$ cat config.mk
export PLATFORM = sky130hd
export DESIGN_NAME = lpc_device_flat
export DESIGN_NICKNAME = d
export VERILOG_FILES = /design/src/lpc_pkg.sv /design/src/lpc_link_if.sv /design/src/lpc_device.sv /design/src/flat_wrapper.sv
export SDC_FILE = /design/constraint.sdc
export NUM_CORES = 2
export LEC_CHECK = 0
export BUFFER_PORTS_ARGS = -buffer_cell sky130_fd_sc_hd__buf_2
export CELL_PAD_IN_SITES_DETAIL_PLACEMENT = 1
export CELL_PAD_IN_SITES_GLOBAL_PLACEMENT = 1
export CORE_UTILIZATION = 45
export CTS_BUF_LIST = sky130_fd_sc_hd__clkbuf_2 sky130_fd_sc_hd__clkbuf_4 sky130_fd_sc_hd__clkbuf_8
export DETAILED_ROUTE_END_ITERATION = 10
export GPL_ROUTABILITY_DRIVEN = 0
export PLACE_DENSITY = 0.81
export SLEW_MARGIN = 20
export SYNTH_ARGS = -nofsm -noshare
export SYNTH_HDL_FRONTEND = slang
export SYNTH_SLANG_ARGS = --single-unit
$ cat constraint.sdc
create_clock -name i_clk -period 5.5 [get_ports i_clk]
set_input_delay 1.1 -clock i_clk [delete_from_list [all_inputs] [get_ports i_clk]]
set_output_delay 1.1 -clock i_clk [all_outputs]
set_load 0.02 [all_outputs]
$ cat src/lpc_pkg.sv
package lpc_pkg;
    localparam int NUM_CH = 28;
    localparam int CLK_HZ = 50000000;
    localparam int PWM_STEPS = 256;
    localparam int PWM_SLOW_HZ = 3000;
    localparam int PWM_FAST_HZ = 22000;
    localparam int DIV_SLOW = CLK_HZ / (PWM_SLOW_HZ * PWM_STEPS);
    localparam int DIV_FAST = CLK_HZ / (PWM_FAST_HZ * PWM_STEPS);
    // device register map
    localparam logic [7:0] ADDR_SHUTDOWN = 8'h00;
    localparam logic [7:0] ADDR_DUTY_FIRST = 8'h05;
    localparam logic [7:0] ADDR_DUTY_LAST = 8'h20;
    localparam logic [7:0] ADDR_COMMIT = 8'h25;
    localparam logic [7:0] ADDR_CTL_FIRST = 8'h2A;
    localparam logic [7:0] ADDR_CTL_LAST = 8'h45;
    localparam logic [7:0] ADDR_GLOBAL = 8'h4A;
    localparam logic [7:0] ADDR_FREQ = 8'h4B;
    localparam logic [7:0] ADDR_RESET = 8'h4F;
    localparam logic [7:0] TRIGGER_VALUE = 8'h00;
    localparam logic [7:0] REG_RESET_VAL = 8'h00;
    localparam int BIT_ON = 0;
    localparam int BIT_SCALE_LO = 1;
    localparam int BIT_SCALE_HI = 2;
    localparam int BIT_FLAG = 0;
    // host command registers
    localparam logic [1:0] HREG_TARGET = 2'h0;
    localparam logic [1:0] HREG_DATA = 2'h1;
    localparam logic [1:0] HREG_STATUS = 2'h2;
    localparam logic [1:0] HREG_PIN = 2'h3;
    localparam int HSTAT_BUSY = 0;
    localparam int HSTAT_ADDR_PEND = 1;
endpackage : lpc_pkg

$ cat src/lpc_link_if.sv
`timescale 1ns/10ps
interface lpc_link_if;
    logic byte_vld;
    logic byte_first;
    logic [7:0] byte_data;
    logic byte_ack;
    logic hw_shutdown_pin_n;
    modport device (input byte_vld, input byte_first, input byte_data,
                    input hw_shutdown_pin_n, output byte_ack);
    modport host (output byte_vld, output byte_first, output byte_data,
                  output hw_shutdown_pin_n, input byte_ack);
endinterface : lpc_link_if

$ cat src/lpc_device.sv
`timescale 1ns/10ps
// Summary of operation
// (RULE1) 8-bit duty per channel, 256 levels
// (RULE2) duty bits binary weighted, average is duty/256
// (RULE3) duty registers at 05h..20h in channel order
// (RULE4) duty and control writes go to holding copies
// (RULE5) zero byte at 25h commits all held values
// (RULE6) control at 2Ah..45h: on bit, scale field
// (RULE7) scale code selects full, half, third, quarter
// (RULE8) channel off bit forces output off
// (RULE9) global bit at 4Ah forces all off
// (RULE10) 4Bh bit selects 3kHz or 22kHz
// (RULE11) zero byte at 4Fh resets all registers
// (RULE12) power-up reset clears everything to zero
// (RULE13) host may step duty along gamma curve
// (RULE14) host picks 32 or 64 gamma steps
// (RULE15) soft shutdown bit zero turns outputs off
// (RULE16) shutdown pin low turns outputs off
// (RULE17) register pointer increments after each data byte
// (RULE18) global bit one means outputs forced off
// (RULE19) shared counter below duty drives output on
module lpc_device #(
    parameter int NUM_CH = lpc_pkg::NUM_CH,
    parameter int DIV_SLOW = lpc_pkg::DIV_SLOW,
    parameter int DIV_FAST = lpc_pkg::DIV_FAST
) (
    input wire logic i_clk,
    input wire logic i_srst,
    lpc_link_if.device link,
    output logic [NUM_CH-1:0] o_led_outputs,
    output logic [2*NUM_CH-1:0] o_current_scale
);
    function automatic logic in_range(input logic [7:0] a, input logic [7:0] lo,
                                      input logic [7:0] hi);
        in_range = (a >= lo) && (a <= hi);
    endfunction : in_range

    // both trigger registers act only on the all-zero byte
    function automatic logic trigger_hit(input logic [7:0] a, input logic [7:0] at,
                                         input logic [7:0] d);
        trigger_hit = (a == at) && (d == lpc_pkg::TRIGGER_VALUE);
    endfunction : trigger_hit

    logic [7:0] ptr_q;
    logic ack_q;
    logic soft_shutdown_n_q;
    logic global_off_q;
    logic pwm_freq_select_q;
    logic [7:0] div_q;
    logic [7:0] pwm_cnt_q;
    logic pin_meta_q;
    logic pin_sync_q;
    logic [NUM_CH-1:0] led_q;
    logic [2*NUM_CH-1:0] scale_q;
    wire [NUM_CH-1:0] led_d;
    wire [2*NUM_CH-1:0] scale_d;

    wire data_wr = link.byte_vld && !link.byte_first;
    wire [7:0] wdata = link.byte_data;
    wire wr_duty = data_wr && in_range(ptr_q, lpc_pkg::ADDR_DUTY_FIRST,
                                       lpc_pkg::ADDR_DUTY_LAST);
    wire wr_ctl = data_wr && in_range(ptr_q, lpc_pkg::ADDR_CTL_FIRST,
                                      lpc_pkg::ADDR_CTL_LAST);
    wire commit = data_wr && trigger_hit(ptr_q, lpc_pkg::ADDR_COMMIT, wdata); // RULE5
    // the all-zero byte at the reset register clears the mapped registers; the pointer, pin sync and pwm counters are left running
    wire soft_rst = data_wr && trigger_hit(ptr_q, lpc_pkg::ADDR_RESET, wdata); // RULE11
    wire wr_shutdown = data_wr && (ptr_q == lpc_pkg::ADDR_SHUTDOWN);
    wire wr_global = data_wr && (ptr_q == lpc_pkg::ADDR_GLOBAL);
    wire wr_freq = data_wr && (ptr_q == lpc_pkg::ADDR_FREQ);
    wire ptr_load = link.byte_vld && link.byte_first;
    wire clr = i_srst || soft_rst; // RULE12
    wire [7:0] duty_idx = ptr_q - lpc_pkg::ADDR_DUTY_FIRST; // RULE3
    wire [7:0] ctl_idx = ptr_q - lpc_pkg::ADDR_CTL_FIRST; // RULE6
    wire [7:0] div_top = pwm_freq_select_q ? 8'(DIV_FAST - 1) : 8'(DIV_SLOW - 1);
    // a switch to the faster rate mid-step can leave the divider above its new top
    wire pwm_tick = (div_q >= div_top);
    // shutdown pin, soft shutdown and global off all gate every channel together
    wire out_enable = soft_shutdown_n_q && pin_sync_q && !global_off_q;

    // the pointer is a link-side state, not a register, so the reset byte leaves it alone
    always_ff @(posedge i_clk) begin
        if (i_srst) begin
            ptr_q <= 8'h00;
        end else if (ptr_load) begin
            ptr_q <= wdata;
        end else if (data_wr) begin
            ptr_q <= ptr_q + 8'h01; // RULE17
        end
    end

    // one-cycle acknowledge; the host holds off its next byte until it sees it
    always_ff @(posedge i_clk) begin
        if (i_srst) begin
            ack_q <= 1'b0;
        end else begin
            ack_q <= link.byte_vld;
        end
    end

    // shutdown, global and rate bits are live at once; they have no holding copy
    always_ff @(posedge i_clk) begin
        if (clr) begin
            soft_shutdown_n_q <= 1'b0;
        end else if (wr_shutdown) begin
            soft_shutdown_n_q <= wdata[lpc_pkg::BIT_FLAG]; // RULE15
        end
    end

    always_ff @(posedge i_clk) begin
        if (clr) begin
            global_off_q <= 1'b0;
        end else if (wr_global) begin
            global_off_q <= wdata[lpc_pkg::BIT_FLAG]; // RULE9 RULE18
        end
    end

    always_ff @(posedge i_clk) begin
        if (clr) begin
            pwm_freq_select_q <= 1'b0;
        end else if (wr_freq) begin
            pwm_freq_select_q <= wdata[lpc_pkg::BIT_FLAG]; // RULE10
        end
    end

    // the pin is asynchronous to this clock
    always_ff @(posedge i_clk) begin
        if (i_srst) begin
            pin_meta_q <= 1'b0;
            pin_sync_q <= 1'b0;
        end else begin
            pin_meta_q <= link.hw_shutdown_pin_n;
            pin_sync_q <= pin_meta_q; // RULE16
        end
    end

    // divider gives one tick per pwm step; 256 steps make one period
    always_ff @(posedge i_clk) begin
        if (i_srst || pwm_tick) begin
            div_q <= 8'h00;
        end else begin
            div_q <= div_q + 8'h01;
        end
    end

    always_ff @(posedge i_clk) begin
        if (i_srst) begin
            pwm_cnt_q <= 8'h00;
        end else if (pwm_tick) begin
            pwm_cnt_q <= pwm_cnt_q + 8'h01; // RULE19
        end
    end

    genvar ch;
    generate
        for (ch = 0; ch < NUM_CH; ch++) begin : g_ch
            logic [7:0] duty_hold_q;
            logic [7:0] duty_act_q;
            logic [2:0] ctl_hold_q;
            logic [2:0] ctl_act_q;
            wire sel_duty = wr_duty && (duty_idx == 8'(ch));
            wire sel_ctl = wr_ctl && (ctl_idx == 8'(ch));

            // holding copies take every write; the outputs see none of it before a commit
            always_ff @(posedge i_clk) begin
                if (clr) begin
                    duty_hold_q <= lpc_pkg::REG_RESET_VAL;
                    ctl_hold_q <= 3'h0;
                end else begin
                    if (sel_duty) begin
                        duty_hold_q <= wdata; // RULE1 RULE4
                    end
                    if (sel_ctl) begin
                        ctl_hold_q <= wdata[lpc_pkg::BIT_SCALE_HI:lpc_pkg::BIT_ON]; // RULE4
                    end
                end
            end

            // a commit moves every channel on one edge, so no half-updated frame shows
            always_ff @(posedge i_clk) begin
                if (clr) begin
                    duty_act_q <= lpc_pkg::REG_RESET_VAL;
                    ctl_act_q <= 3'h0;
                end else if (commit) begin
                    duty_act_q <= duty_hold_q; // RULE5
                    ctl_act_q <= ctl_hold_q;
                end
            end

            // counter below duty: duty 0 never on, duty n on n of 256 steps
            assign led_d[ch] = out_enable && ctl_act_q[lpc_pkg::BIT_ON]
                               && (pwm_cnt_q < duty_act_q); // RULE2 RULE8 RULE19
            assign scale_d[2*ch +: 2] = ctl_act_q[lpc_pkg::BIT_SCALE_HI:
                                                  lpc_pkg::BIT_SCALE_LO]; // RULE7
        end
    endgenerate

    // all channels share one counter, so every output switches on the same edge
    always_ff @(posedge i_clk) begin
        if (i_srst) begin
            led_q <= '0;
            scale_q <= '0;
        end else begin
            led_q <= led_d;
            scale_q <= scale_d;
        end
    end

    assign link.byte_ack = ack_q;
    assign o_led_outputs = led_q;
    assign o_current_scale = scale_q;
endmodule : lpc_device

$ cat src/flat_wrapper.sv
// flat-port wrapper written by rule: the top's interface ports become plain ports
module lpc_device_flat 
#(
    parameter int NUM_CH = lpc_pkg::NUM_CH,
    parameter int DIV_SLOW = lpc_pkg::DIV_SLOW,
    parameter int DIV_FAST = lpc_pkg::DIV_FAST
)
  (i_clk, i_srst, o_led_outputs, o_current_scale, link_byte_vld, link_byte_first, link_byte_data, link_hw_shutdown_pin_n, link_byte_ack);
  lpc_link_if link_i ();
  input wire logic i_clk;
  input wire logic i_srst;
  output logic [NUM_CH-1:0] o_led_outputs;
  output logic [2*NUM_CH-1:0] o_current_scale;
  input wire logic [$bits(link_i.byte_vld)-1:0] link_byte_vld;
  input wire logic [$bits(link_i.byte_first)-1:0] link_byte_first;
  input wire logic [$bits(link_i.byte_data)-1:0] link_byte_data;
  input wire logic [$bits(link_i.hw_shutdown_pin_n)-1:0] link_hw_shutdown_pin_n;
  output wire logic [$bits(link_i.byte_ack)-1:0] link_byte_ack;
  assign link_i.byte_vld = link_byte_vld;
  assign link_i.byte_first = link_byte_first;
  assign link_i.byte_data = link_byte_data;
  assign link_i.hw_shutdown_pin_n = link_hw_shutdown_pin_n;
  assign link_byte_ack = link_i.byte_ack;
  lpc_device #(.NUM_CH(NUM_CH), .DIV_SLOW(DIV_SLOW), .DIV_FAST(DIV_FAST)) u_core (.i_clk(i_clk), .i_srst(i_srst), .link(link_i), .o_led_outputs(o_led_outputs), .o_current_scale(o_current_scale));
endmodule
==> key figures <==
Floorplanning
  – Initial Util: 45.6%
  – Ports: 98
  – Die area: about 0.068 mm2
  – Die W: between 200 and 300 um
  – Rows: 94
  – Die height: between 200 and 300 um
  – Core area: 0.0659 mm2

Critical path
  – Reg2reg end: u_core.g_ch[0].duty_hold_q[2]
  – Crit Path Max Fanout: 70
  – Critical Path Source: u_core.ptr_q[0]
  – Startpoint types: flip-flop
  – Worst R2R Start: u_core.ptr_q[0]
  – Arrival time at the worst endpoint: 4.56 ns
  – Flop2flop setup slack: 1.59 ns
  – Critical Path RT: between 6 and 7 ns
  – Crit Path Class: flip-flop to flip-flop
  – R2R depth: 7
  – CP Capture Type: flip-flop

Hold path
  – Hold depth: 2
  – Worst hold-check path type: flip-flop to flip-flop
  – Hold_sp: u_core.g_ch[20].ctl_act_q[1]
  – Worst-case hold path end point: u_core.g_ch[20].ctl_act_q[1]

GRT
  – Grt total ovfl: 0
  – Largest net degree at the start of global routing: 194
  – Global-route wire length before repair: approximately 140000 um
  – Total GRT Usage: between 20% and 30%
  – Vias in the first global route: 25.9k
  – Initial antenna violation count: 4

Synth
  – Post-synth top area share: about half
  – Synth Register Bits: 730
  – Post-Syn Area per Cell: roughly 8.5 um2
  – Post-synth top area cell: dfxtp_1
  – Top cells by count, synth: 730 x dfxtp_1, 672 x nand2_1, 378 x a21oi_1
  – Area contributors post-synth: dfxtp_1 49%, ha_1 8.7%, nand2_1 8.4%
  – Register area share after synthesis: 48.7%
  – Syn. warnings: 0
  – Synth unique cells: 55
  – Area of the mapped netlist: 0.0300 mm2
  – Syn_nets: between 3k and 4k
  – Mapped Cells: approximately 3.5k
  – Number of synthesized flops with an enable pin: 0
  – Asr flop ratio synth: 0%
  – Count leader, synth: dfxtp_1
  – Ys flop type: dfxtp_1

Timing
  – Final Max Slew Viols: 0
  – Worst slew pin tran: roughly 1.1 ns
  – Slew headroom: approximately 28%
  – RSZ-0062 raised after global routing: false
  – Setup_tns: 0 ns
  – Clock skew: roughly 0.032 ns
  – Max Freq: approximately 260 MHz
  – Fin. Hold Viols: 0
  – Final setup fails: 0
  – Final period util: a little under three quarters
  – Final worst path period need: 3.91 ns
  – Fin Hold WS: ~0.45 ns

Route
  – WL/cell: 19.4 um
  – DR vias: between 20k and 30k
  – Pre-antenna DRT Iters: 5
  – ANT nets after route: 0
  – Total routed wirelength: around 88000 um
  – DRC: 0
  – Vias/cell: ~5.5
  – DRT iter0 DRCs: 1370

Clock network
  – Sink Count: 730
  – Gates resized, CTS repair: 0
  – Clk pin slew, worst setup/hold paths: approximately 0.070 ns
  – Cts hold-fix bufs: 0
  – Clock Latency Late Sink: between 0.7 and 0.8 ns
  – Post-CTS setup buffers: 0
  – CTS root buf: clkbuf_8
  – # H-tree levels: 3
  – Cts bufs inserted: roughly 120
  – Clock Tree Buf Depth: 3
  – CTS tree: built

Power and ir drop
  – Pint: roughly 0.008 W
  – Leak Pwr: roughly 13 nW
  – P_sw: 0.00246 W
  – Switch share: between 20% and 30%
  – Power Density: between 300 and 400 mW/mm2
  – VDD IR max: around 0.2 mV
  – Sequential share of power: 50.1%
  – Share of total power in combinational logic: 2.8%
  – Clk pwr share: between 40% and 50%
  – Total power: approximately 0.011 W

Layout
  – Count of non-filler cells in the finished layout: between 4k and 5k
  – Final net count: between 3k and 4k
  – Area growth, synth to finish: 12.5%
  – Layout cells sized above 1: about 11%

Placed design
  – Dpl hpwl: about 50000 um
  – Buffers added on ports: 97
  – Cell count after placement: 4309

Outcome
  – Status: completed

Job
  – Maxcap violations: 0
-- area by class of cell --
cell class / count / area [um2]
tap: 864 / 1080
antenna: 3 / 7.51
clock buffer: 186 / 2300
fill: 7904 / 32100
timing repair buffer: 144 / 961
inverter: 206 / 773
sequential: 730 / 14600
clock inverter: 29 / 250
multi-input combinational: 2366 / 13800
-- flip-flops by register name, indices dropped and copies added (netlist names) --
signal / cells
u_core.ptr_q: 8
u_core.g_ch.duty_hold_q: 224
u_core.pwm_cnt_q: 8
u_core.o_current_scale: 56
u_core.pin_meta_q: 1
u_core.global_off_q: 1
u_core.soft_shutdown_n_q: 1
u_core.g_ch.duty_act_q: 224
u_core.div_q: 8
u_core.pwm_freq_select_q: 1
u_core.pin_sync_q: 1
u_core.g_ch.ctl_act_q: 84
u_core.o_led_outputs: 28
u_core.g_ch.ctl_hold_q: 84
u_core.link.byte_ack: 1
-- power by group through the flow --
stage | sequential (W) | combinational, W | clock, W
6_report | 0.00531 | 0.000295 | 0.00500
3_3_place_gp | 0.00543 | 0.000288 | 0
3_5_place_dp | 0.00543 | 0.000290 | 0
5_1_grt | 0.00531 | 0.000310 | 0.00536
2_1_floorplan | 0.00542 | 0.000186 | 0
4_1_cts | 0.00531 | 0.000291 | 0.00511
-- worst max-delay path by stage --
stage	to	slack, ns	cells past startpoint
3_3_place_gp	u_core.g_ch[0].duty_hold_q[0]	1.49	8
4_1_cts	u_core.g_ch[0].duty_hold_q[2]	1.67	7
2_1_floorplan	u_core.g_ch[22].duty_hold_q[5]	2.60	8
6_report	u_core.g_ch[0].duty_hold_q[2]	1.59	7
3_5_place_dp	u_core.g_ch[0].duty_hold_q[2]	1.37	8
5_1_grt	u_core.g_ch[20].duty_hold_q[3]	1.33	9
-- critical path, stage by stage (launching register included) --
cell	delay [ns]
dfxtp_1	0.43
ha_1	0.65
and3_1	0.46
a31oi_4	0.41
buf_4	0.73
buf_4	0.74
nand3_1	0.17
o21ai_0	0.13
-- through the flow --
step                worst slack [ns]  cell area (um2)  util [%]
finish                          1.59            33800      51.3
global route                    1.33            33800      51.3
CTS                             1.67            33700      51.2
detailed placement              1.37            31200      47.4
global placement                1.49            31200      47.4
floorplan                       2.60            30000         -
-- layer usage --
metal	part of all wire, %	up-vias	track usage, %
li1	-	11900	-
met1	44	12400	32.6
met2	48	512	45.2
met3	4.6	157	4.19
met4	2.7	2	9.37
met5	0.019	-	0
-- layout by cell type (no fill, tap or decap), types with 11 or more instances in the layout --
master / netlist / layout
clkbuf_4: 0 / 41
buf_4: 1 / 39
nand2_1: 672 / 665
inv_1: 206 / 206
a21oi_1: 378 / 378
ha_1: 210 / 210
nand4_1: 48 / 48
mux2i_1: 99 / 99
buf_2: 38 / 96
clkbuf_8: 0 / 145
dfxtp_1: 730 / 723
clkinv_2: 0 / 17
nor2_1: 150 / 150
o21ai_1: 11 / 11
nor2b_1: 90 / 90
nand2b_1: 37 / 37
o21ai_0: 247 / 247
a21o_1: 57 / 57
nand3_1: 247 / 247
nand4b_1: 28 / 28
-- cells by family after synthesis --
logic type               share of synthesized area, %
AND/OR/NAND/NOR                                  20.5
flip-flops                                       48.7
AO/OA/AOI/OAI                                    12.7
buffers and inverters                            5.72
adder cells (fa/ha/maj)                          8.75
multiplexers                                     3.30
XOR/XNOR                                        0.408
No activity file was read; power rests on OpenSTA's default activity.
